[src/logic/dspg_pkg.sv]
package dspg_pkg;

	localparam int          MODE_W       = 5;
	localparam logic [4:0]  MODE_USER    = 5'h10;
	localparam logic [4:0]  MODE_FIQ     = 5'h11;
	localparam logic [4:0]  MODE_IRQ     = 5'h12;
	localparam logic [4:0]  MODE_SVC     = 5'h13;
	localparam logic [4:0]  MODE_MONITOR = 5'h16;
	localparam logic [4:0]  MODE_ABORT   = 5'h17;
	localparam logic [4:0]  MODE_UNDEF   = 5'h1B;
	localparam logic [4:0]  MODE_SYSTEM  = 5'h1F;
	localparam logic [2:0]  OPC1_DEBUG   = 3'h0;
	localparam logic        NS_SECURE    = 1'h0;
	localparam logic        STICKY_RESET = 1'h0;

	typedef enum logic [2:0] {
		OP_NONPRIV,
		OP_OTHER_PRIV,
		OP_STATUS_WRITE,
		OP_SECCFG_WRITE,
		OP_DEBUG_CP,
		OP_SYSTEM_CP,
		OP_EXTERNAL_CP,
		OP_LOAD_STORE
	} dspg_op_t;

	typedef enum logic [1:0] {
		REACH_NONSECURE,
		REACH_SECURE_ONLY,
		REACH_RESTRICTED,
		REACH_CONFIGURABLE
	} dspg_reach_t;

	typedef struct packed {
		logic                valid;
		dspg_op_t            op;
		logic [MODE_W-1:0]   new_mode;
		logic                user_ok;
		logic                priv_ok;
		logic [2:0]          opc1;
		logic                coherency;
		logic                lock_affected;
		dspg_reach_t         reach;
		logic                ns_configured;
		logic                monitor_only;
		logic                unpriv_ldst;
	} dspg_req_t;

	typedef struct packed {
		logic                valid;
		logic                execute;
		logic                undefined;
		logic                discard;
		logic                priv_access;
		logic                bank_nonsecure;
		logic [MODE_W-1:0]   bank_mode;
		logic                mode_we;
		logic                priv_bits_we;
		logic                fiq_mask_we;
		logic                abort_mask_we;
	} dspg_verdict_t;

endpackage : dspg_pkg

[src/logic/dspg_mode_decode.sv]
module dspg_mode_decode (
	input  wire logic [4:0] mode_i,
	input  wire logic       nonsecure_state_bit_i,
	output logic            is_user_o,
	output logic            is_monitor_o,
	output logic            is_privileged_o,
	output logic            is_legal_o,
	output logic            secure_world_o
);

	assign is_user_o    = (mode_i == dspg_pkg::MODE_USER);
	assign is_monitor_o = (mode_i == dspg_pkg::MODE_MONITOR);
	assign is_legal_o   = is_user_o || is_monitor_o
		|| (mode_i == dspg_pkg::MODE_FIQ) || (mode_i == dspg_pkg::MODE_IRQ)
		|| (mode_i == dspg_pkg::MODE_SVC) || (mode_i == dspg_pkg::MODE_ABORT)
		|| (mode_i == dspg_pkg::MODE_UNDEF) || (mode_i == dspg_pkg::MODE_SYSTEM);
	assign is_privileged_o = is_legal_o && !is_user_o;
	// Monitor mode is always secure, whatever the world bit says.
	assign secure_world_o  = (nonsecure_state_bit_i == dspg_pkg::NS_SECURE) || is_monitor_o;

endmodule : dspg_mode_decode

[src/logic/dspg_gate.sv]
module dspg_gate #(
	parameter bit HAS_SECURITY = 1'b1
) (
	input  wire logic                  clk_i,
	input  wire logic                  reset_i,
	input  wire logic                  debug_state_i,
	input  wire logic [4:0]            current_mode_i,
	input  wire logic                  nonsecure_state_bit_i,
	input  wire logic                  invasive_debug_enable_i,
	input  wire logic                  secure_privileged_debug_enable_i,
	input  wire logic                  secure_sysctrl_lock_i,
	input  wire logic                  fiq_mask_writable_i,
	input  wire logic                  abort_mask_writable_i,
	input  wire dspg_pkg::dspg_req_t   req_i,
	input  wire logic                  sticky_undef_clear_i,
	output dspg_pkg::dspg_verdict_t    verdict_o,
	output logic                       sticky_undef_o
);

	logic cur_user;
	logic cur_monitor;
	logic cur_priv;
	logic cur_secure;
	logic tgt_monitor;
	logic tgt_priv;
	logic tgt_legal;
	logic tgt_secure;

	dspg_mode_decode u_cur_decode (
		.mode_i                (current_mode_i),
		.nonsecure_state_bit_i (nonsecure_state_bit_i),
		.is_user_o             (cur_user),
		.is_monitor_o          (cur_monitor),
		.is_privileged_o       (cur_priv),
		.is_legal_o            (),
		.secure_world_o        (cur_secure)
	);

	dspg_mode_decode u_tgt_decode (
		.mode_i                (req_i.new_mode),
		.nonsecure_state_bit_i (nonsecure_state_bit_i),
		.is_user_o             (),
		.is_monitor_o          (tgt_monitor),
		.is_privileged_o       (tgt_priv),
		.is_legal_o            (tgt_legal),
		.secure_world_o        (tgt_secure)
	);

	// Every decision is combinational on the present inputs
	wire auth_full      = invasive_debug_enable_i && secure_privileged_debug_enable_i;
	wire sec_ext        = HAS_SECURITY;
	wire in_secure      = sec_ext && cur_secure;
	wire in_nonsecure   = sec_ext && !cur_secure;
	wire user_locked    = sec_ext && in_secure && cur_user && !auth_full;
	wire check          = req_i.valid && debug_state_i;

	// Monitor may be reached only from secure privileged modes or with full auth.
	wire monitor_ok     = !sec_ext || auth_full || (in_secure && cur_priv);
	// Leaving secure user for a secure privileged mode needs full auth; nonsecure modes are not held back here.
	wire secpriv_ok     = !sec_ext || auth_full || (in_secure && cur_priv);
	wire tgt_allowed    = tgt_legal
		&& (!tgt_monitor || monitor_ok)
		&& (!(tgt_priv && tgt_secure && !tgt_monitor) || secpriv_ok || !in_secure);
	wire status_ok      = !user_locked;
	wire mode_we        = status_ok && tgt_allowed;
	wire fiq_we         = status_ok && !(in_nonsecure && fiq_mask_writable_i);
	wire abort_we       = status_ok && !(in_nonsecure && abort_mask_writable_i);

	// Secure configuration writes.
	wire seccfg_ok      = in_secure && (cur_priv || auth_full);
	wire seccfg_lock    = secure_sysctrl_lock_i && req_i.lock_affected;

	// A privileged mode switch would be permitted, so privileged access is granted.
	wire can_escalate   = !sec_ext || !user_locked;
	wire world_reach_ok = !in_nonsecure
		|| (req_i.reach == dspg_pkg::REACH_NONSECURE)
		|| ((req_i.reach == dspg_pkg::REACH_CONFIGURABLE) && req_i.ns_configured);
	wire priv_cp_ok     = can_escalate && req_i.priv_ok && !req_i.monitor_only
		&& world_reach_ok;
	wire debug_cp_ok    = req_i.user_ok
		|| ((req_i.opc1 == dspg_pkg::OPC1_DEBUG) && req_i.priv_ok)
		|| priv_cp_ok;
	wire sys_cp_ok      = !seccfg_lock
		&& (req_i.user_ok || req_i.coherency || priv_cp_ok);

	dspg_pkg::dspg_verdict_t verdict_next;
	dspg_pkg::dspg_verdict_t verdict_reg;
	logic                    sticky_next;
	logic                    sticky_reg;

	always_comb begin
		verdict_next                = '0;
		verdict_next.valid          = check;
		verdict_next.bank_mode      = current_mode_i;
		verdict_next.priv_access    = cur_priv;
		verdict_next.bank_nonsecure = in_nonsecure;
		case (req_i.op)
			dspg_pkg::OP_NONPRIV: begin
				verdict_next.execute = 1'b1;
			end
			dspg_pkg::OP_LOAD_STORE: begin
				verdict_next.execute     = 1'b1;
				verdict_next.priv_access = cur_priv && !req_i.unpriv_ldst;
			end
			dspg_pkg::OP_OTHER_PRIV: begin
				verdict_next.execute = !user_locked;
				verdict_next.discard = user_locked;
			end
			dspg_pkg::OP_STATUS_WRITE: begin
				// An ignored write still retires; only the guarded fields are held.
				verdict_next.execute       = 1'b1;
				verdict_next.mode_we       = mode_we;
				verdict_next.priv_bits_we  = status_ok;
				verdict_next.fiq_mask_we   = fiq_we;
				verdict_next.abort_mask_we = abort_we;
			end
			dspg_pkg::OP_SECCFG_WRITE: begin
				if (sec_ext) begin
					verdict_next.execute   = seccfg_ok && !seccfg_lock;
					verdict_next.undefined = !(seccfg_ok && !seccfg_lock);
				end else begin
					verdict_next.execute   = sys_cp_ok;
					verdict_next.undefined = !sys_cp_ok;
				end
			end
			dspg_pkg::OP_DEBUG_CP: begin
				verdict_next.execute   = debug_cp_ok;
				verdict_next.undefined = !debug_cp_ok;
			end
			dspg_pkg::OP_SYSTEM_CP: begin
				verdict_next.execute   = sys_cp_ok;
				verdict_next.undefined = !sys_cp_ok;
			end
			dspg_pkg::OP_EXTERNAL_CP: begin
				verdict_next.execute = 1'b1;
			end
			default: begin
				verdict_next.undefined = 1'b1;
			end
		endcase
		if (!check) begin
			verdict_next.execute       = 1'b0;
			verdict_next.undefined     = 1'b0;
			verdict_next.discard       = 1'b0;
			verdict_next.mode_we       = 1'b0;
			verdict_next.priv_bits_we  = 1'b0;
			verdict_next.fiq_mask_we   = 1'b0;
			verdict_next.abort_mask_we = 1'b0;
		end
	end

	// A new refusal wins over a clear arriving in the same cycle.
	wire refuse_event = verdict_next.undefined || verdict_next.discard;
	assign sticky_next = refuse_event || (sticky_reg && !sticky_undef_clear_i);

	always_ff @(posedge clk_i) begin
		if (reset_i) begin
			verdict_reg <= '0;
			sticky_reg  <= dspg_pkg::STICKY_RESET;
		end else begin
			verdict_reg <= verdict_next;
			sticky_reg  <= sticky_next;
		end
	end

	assign verdict_o      = verdict_reg;
	assign sticky_undef_o = sticky_reg;
endmodule : dspg_gate

[config.mk]
export PLATFORM = sky130hd
export DESIGN_NAME = dspg_gate
export DESIGN_NICKNAME = d
export VERILOG_FILES = /design/src/logic/dspg_pkg.sv /design/src/logic/dspg_mode_decode.sv /design/src/logic/dspg_gate.sv
export SDC_FILE = /design/constraint.sdc
export NUM_CORES = 1
export LEC_CHECK = 0
export BUFFER_PORTS_ARGS = -buffer_cell sky130_fd_sc_hd__buf_2
export CORE_ASPECT_RATIO = 1.25
export CORE_MARGIN = 1
export CORE_UTILIZATION = 38
export DETAILED_ROUTE_END_ITERATION = 8
export GPL_ROUTABILITY_DRIVEN = 0
export GPL_TIMING_DRIVEN = 0
export PLACE_DENSITY = 0.88
export SLEW_MARGIN = 20
export SYNTH_ARGS = -nofsm -noshare
export SYNTH_HDL_FRONTEND = slang
export SYNTH_SLANG_ARGS = --single-unit
[constraint.sdc]
create_clock -name clk_i -period 1.67 [get_ports clk_i]
set_input_delay 0.167 -clock clk_i [delete_from_list [all_inputs] [get_ports clk_i]]
set_output_delay 0.167 -clock clk_i [all_outputs]
set_load 0.005 [all_outputs]
Word-level counts from Yosys, hierarchy flattened
Index checks and enable logic that the tools add are counted.
Word-level totals
  flip-flop bits (word level): 16
  latch bits: 0
  memory bits (writable): 0
  bits of input ports: 36
  output and inout port bits: 16
  memory bits (read-only): 0
  memories kept: 0
  logic and storage cells: 122
Cells by class
  shift-type cells: 0
  bitwise gates (word level): 3
  $add $sub $neg: 0
  eq/ne operators: 24
  order comparisons: 0
  multipliers: 0
  muxes and demuxes: 5
  divide/modulo/power cells: 0
  reduce and logical (&&, ||, !) cells: 78
Operators by type and width (number)
  == test 5 bit, second input constant: 16
  logical OR 1 bit: 29
  logical AND 1 bit: 27
  logical NOT 1 bit: 16
  == test 3 bit, second input constant: 4
  == test 3 x 2 -> 1 bit, second input constant: 2
  logical NOT 3 bit: 2
  one-hot mux 1 bit (5 select lines): 1
  OR reduction 4 bit: 1
  == test 3 x 1 -> 1 bit, second input constant: 1
  inverter 1 bit: 3
  one-hot mux 1 bit (3 select lines): 1
  OR reduction 3 bit: 1
  == test 2 bit, second input constant: 1
  logical NOT 2 bit: 1
  two-way mux 1 bit: 2
  two-way mux 2 bit: 1
  OR reduction 2 bit: 1

Logic depth before layout (Yosys ltp)
  word-level depth: 17
  depth in mapped cells: 6
  gate-level depth less buffers: 6

Modules after synthesis
Synthesis repeated with hierarchy kept, for this count alone.
Second synthesis, totals
  cells, all modules: 87
  area total of the unflattened synthesis: 817.0 um2
By module, submodules not included
  dspg_gate: cells each 63, area each 641.9 um2, times used 1
  dspg_mode_decode: cells each 12, area each 87.6 um2, times used 2

Worst setup path after synthesis
Ideal clock, no wire load.
  kind: input-to-reg
  start point: input current_mode_i[3]
  end point: register sticky_reg (netlist: sticky_undef_o)
  arrival time: 1.377 ns
  setup time: 0.120 ns
  cell stages on the path: 6
  slack: 0.174 ns
  required time: 1.550 ns
  path buffers: 0
  cells stage by stage: nand2b_2 -> o31a_1 -> o211ai_2 -> a41oi_2 -> o31a_1 -> a211o_1
Between the ends
  word-level cells in the longest chain between the ends: 17
  elaborated cells on any way between the ends: 40
  classes of those cells: 8 x eq/ne; 3 x mux; 29 x reduce/logical
Ends and longest elaborated chain
  start, declared: line dspg_gate.sv:7  | input wire logic [4:0] current_mode_i,
  == test 5 bit (on tied branches): line dspg_mode_decode.sv:11, dspg_mode_decode.sv:12
  logical OR 1 bit: line dspg_mode_decode.sv:13  | assign is_legal_o = is_user_o || is_monitor_o
  logical OR 1 bit (2 in a row): line dspg_mode_decode.sv:14  | || (mode_i == dspg_pkg::MODE_FIQ) || (mode_i == dspg_pkg::MODE_IRQ)
  logical OR 1 bit (2 in a row): line dspg_mode_decode.sv:15  | || (mode_i == dspg_pkg::MODE_SVC) || (mode_i == dspg_pkg::MODE_ABORT)
  logical OR 1 bit (2 in a row): line dspg_mode_decode.sv:16  | || (mode_i == dspg_pkg::MODE_UNDEF) || (mode_i == dspg_pkg::MODE_SYSTEM);
  logical AND 1 bit: line dspg_mode_decode.sv:17  | assign is_privileged_o = is_legal_o && !is_user_o;
  logical OR 1 bit: line dspg_gate.sv:70  | wire seccfg_ok = in_secure && (cur_priv || auth_full);
  logical AND 1 bit: line dspg_gate.sv:70
  logical AND 1 bit: line dspg_gate.sv:120  | verdict_next.undefined = !(seccfg_ok && !seccfg_lock);
  logical NOT 1 bit: line dspg_gate.sv:120
  one-hot mux 1 bit (3 select lines): line dspg_gate.sv:97  | case (req_i.op)
  two-way mux 2 bit (*): line dspg_gate.sv:141  | if (!check) begin
  logical OR 1 bit (*): line dspg_gate.sv:153  | wire refuse_event = verdict_next.undefined || verdict_next.discard;
  logical OR 1 bit (*): line dspg_gate.sv:154  | assign sticky_next = refuse_event || (sticky_reg && !sticky_undef_clear_i);
  end signal, assigned: line dspg_gate.sv:159  | sticky_reg <= dspg_pkg::STICKY_RESET;
  end signal, assigned: line dspg_gate.sv:162  | sticky_reg <= sticky_next;
  end, declared: line dspg_gate.sv:89  | logic sticky_reg;
Mark *: on every way between the ends. The rest lies on a longest branch, timed or not.
A chain may end at the register's enable or synchronous reset.

Worst setup path after layout
Same ends and word-level chain as after synthesis.

==> flow_summary_export.csv <==
group,metric,value,unit
setup_path,reg2reg_slack,1000,ps
timing,setup_viol,0,
setup_path,crit_top_cell,"o31a_1",
global_route,grt_overflow,0,
setup_path,end_kind,"flop",
detailed_routing,via_count,758,
timing,rsz0062_at_grt,"no",
yosys,synth_nets,111,
final_layout,fin_nets,167,
setup_path,crit_path_top_delay_cell,"o31a_1",
timing,fmax,692,MHz
detailed_routing,drt-vias-per-instance,5.16,
timing,slew_violations,0,
pwr,p_leak,0.500,nW
timing,maxSlewHeadroom,73.5,%
floorplan,ios,52,
clocking,post_cts_buffers,0,
timing,hold_viol_final,0,
placement,pre_cts_ws,-55.1,ps
yosys,synth_largest_area_cell,"dfxtp_1",
detailed_routing,drtIter0Drc,20,
final_layout,fill_cells,154,
clocking,h-tree-depth,1,
floorplan,die_h,49.3,um
pwr,total_power,0.691,mW
yosys,yosys_warnings,0,
global_route,grt_max_degree,10,
placement,dpl.hpwl,1340,um
detailed_routing,route.detailed.drc,0,
setup_path,reg2reg_depth,1,
hold_path,hold_start,"fiq_mask_writable_i",
clocking,holdBufCountCts,0,
yosys,netlist.area_leader.share,47.1,%
global_route,antenna_found_initial,0,
yosys,yosysSeqAreaShare,47.1,%
setup_path,crit_required,1830,ps
clocking,clkTransAtPathRegs,80,ps
global_route,grt_usage,17.8,%
setup_path,rr_endpoint,"sticky_undef_o$_SDFF_PP0_",
clocking,clock_latency,260,ps
timing,tightestPinTransition,394,ps
floorplan,rows,16,
setup_path,crit_path_start_kind,"input port",
setup_path,max_stage_delay,330,ps
setup_path,cp-endpoint,"sticky_undef_o$_SDFF_PP0_",
setup_path,critPathKind,"in -> reg",
final_layout,final_cell_mix,"buf_2, dfxtp_1, nand2_1, a21oi_1",
global_route,grt_first_pass_wirelength,2550,um
yosys,synth_area_leaders,"dfxtp_1, a21oi_1, nand3_1",
floorplan,dieArea,1960,um^2
clocking,numClockSinks,16,
final_layout,final_common_cell,"buf_2",
timing,layout_setup_ws,224,ps
final_layout,antenna_cells,0,
yosys,synth_seq_cells,16,
setup_path,crit_path_start,"current_mode_i[3]",
clocking,cts_resized,0,
timing,fin_crit,1450,ps
hold_path,hp-class,"in -> reg",
placement,port_buffers,51,
setup_path,cp_max_fo,4,
yosys,synth_cell_types,28,
clocking,clock_path_buffers,2,
yosys,avgSynthCellArea,9.06,um^2
detailed_routing,drt-pass1-iter-count,4,
final_layout,syn_to_final_growth,44.2,%
setup_path,r2r_start,"sticky_undef_o$_SDFF_PP0_",
floorplan,core_area,1620,um^2
pwr,pwr_density_cell,705,nW/um^2
timing,finClkSkew,0,ps
clocking,numCtsBuffers,3,
run_status,status,"finished, final reports clean",
timing,fin_setup_tns,0,ps
global_route,grt_pass1_vias,662,
pwr,peakVddDrop,0.000292,V
clocking,cts_tree,"built",
setup_path,cp.arrival,1600,ps
detailed_routing,routed_wl,1540,um
yosys,netlist_instances,75,
run,cap_violations,0,
setup_path,path_cells,"buf_2 -> nand2b_2 -> o31a_1 -> o211ai_2 -> a41oi_2 -> o31a_1 -> a211o_1",
floorplan,die_x,39.8,um
clocking,root_buffer,"clkbuf_4",
detailed_routing,wl_per_cell,10.5,um
yosys,synth_area,679,um^2
final_layout,layout-drive-gt1-share,45.7,%
floorplan,initial_core_util,41.9,%
timing,post-route-period-util,86.6,%
detailed_routing,antenna_left,0,
Yosys cell counts, drive strengths merged:
cell type and count:
dfxtp 16, a21oi 6, nand2 6, inv 5, nand3 5, nor2 5, o21ai 5, nor2b 4
nand2b 3, nand3b 3, a41oi 2, nor4 2, o211ai 2, o31a 2, a211o 1, a211oi 1
a31oi 1, and3 1, nor3 1, nor4b 1, o311a 1, o31ai 1, or4b 1
power by group:
part	switching, mW	internal, mW
Sequential	0.00240	0.393
Combinational	0.0581	0.0600
Clock	0.0943	0.0830
Total	0.155	0.536
flip-flops by register name, summed over array words and instances (netlist names):
register	cells
verdict_o	15
sticky_undef_o	1
critical path, delay by kind of cell:
family / cells / cell delay [ps]
and+or+nand+nor: 1 / 200
AOI/OAI and AO/OA: 5 / 1130
buffers and inverters: 1 / 110
stage by stage:
stage	cell area [um^2]	utilization, %	instances	hold WS, ps
finish	980	60.4	147	71.9
global route	980	60.4	147	71.6
CTS	980	60.4	147	71.1
detailed placement	957	59.0	144	353
global placement	957	59.0	144	345
floorplan	679	-	75	234
worst min path at each step:
stage | to | cells past startpoint | slack, ps
4_1_cts | verdict_o[0]$_SDFF_PP0_ | 2 | 70
2_1_floorplan | verdict_o[6]$_SDFF_PP0_ | 1 | 230
6_report | verdict_o[1]$_SDFF_PP0_ | 2 | 70
3_5_place_dp | verdict_o[0]$_SDFF_PP0_ | 2 | 350
5_1_grt | verdict_o[1]$_SDFF_PP0_ | 2 | 70
3_3_place_gp | verdict_o[1]$_SDFF_PP0_ | 2 | 340
cells by family (layout without fill, tap and decap cells):
logic type,Yosys count,after routing,share of synthesized area [%]
flops,16,16,47.1
buf+inv,5,59,2.76
compound gates,22,22,23.9
simple gates,32,32,26.1
cell type report:
class / instances / area (um^2) / area share [%]
inverter: 5 / 18.8 / 1.92
multi-input combinational: 54 / 340 / 34.7
timing repair buffer: 51 / 255 / 26.1
sequential: 16 / 320 / 32.7
clock buffer: 3 / 22.5 / 2.30
tap: 18 / 22.5 / 2.30
layer usage:
| layer | GRT usage [%] | wire length (um) | share of wire, % | up-vias |
|---|---|---|---|---|
| met5 | 0 | 0 | 0 | - |
| met4 | 9.20 | 27 | 1.7 | 0 |
| met3 | 0 | 86 | 5.6 | 2 |
| met2 | 29.8 | 813 | 53 | 29 |
| met1 | 22.0 | 615 | 40 | 340 |
| li1 | - | - | - | 387 |
(Power assumes the default switching activity.)
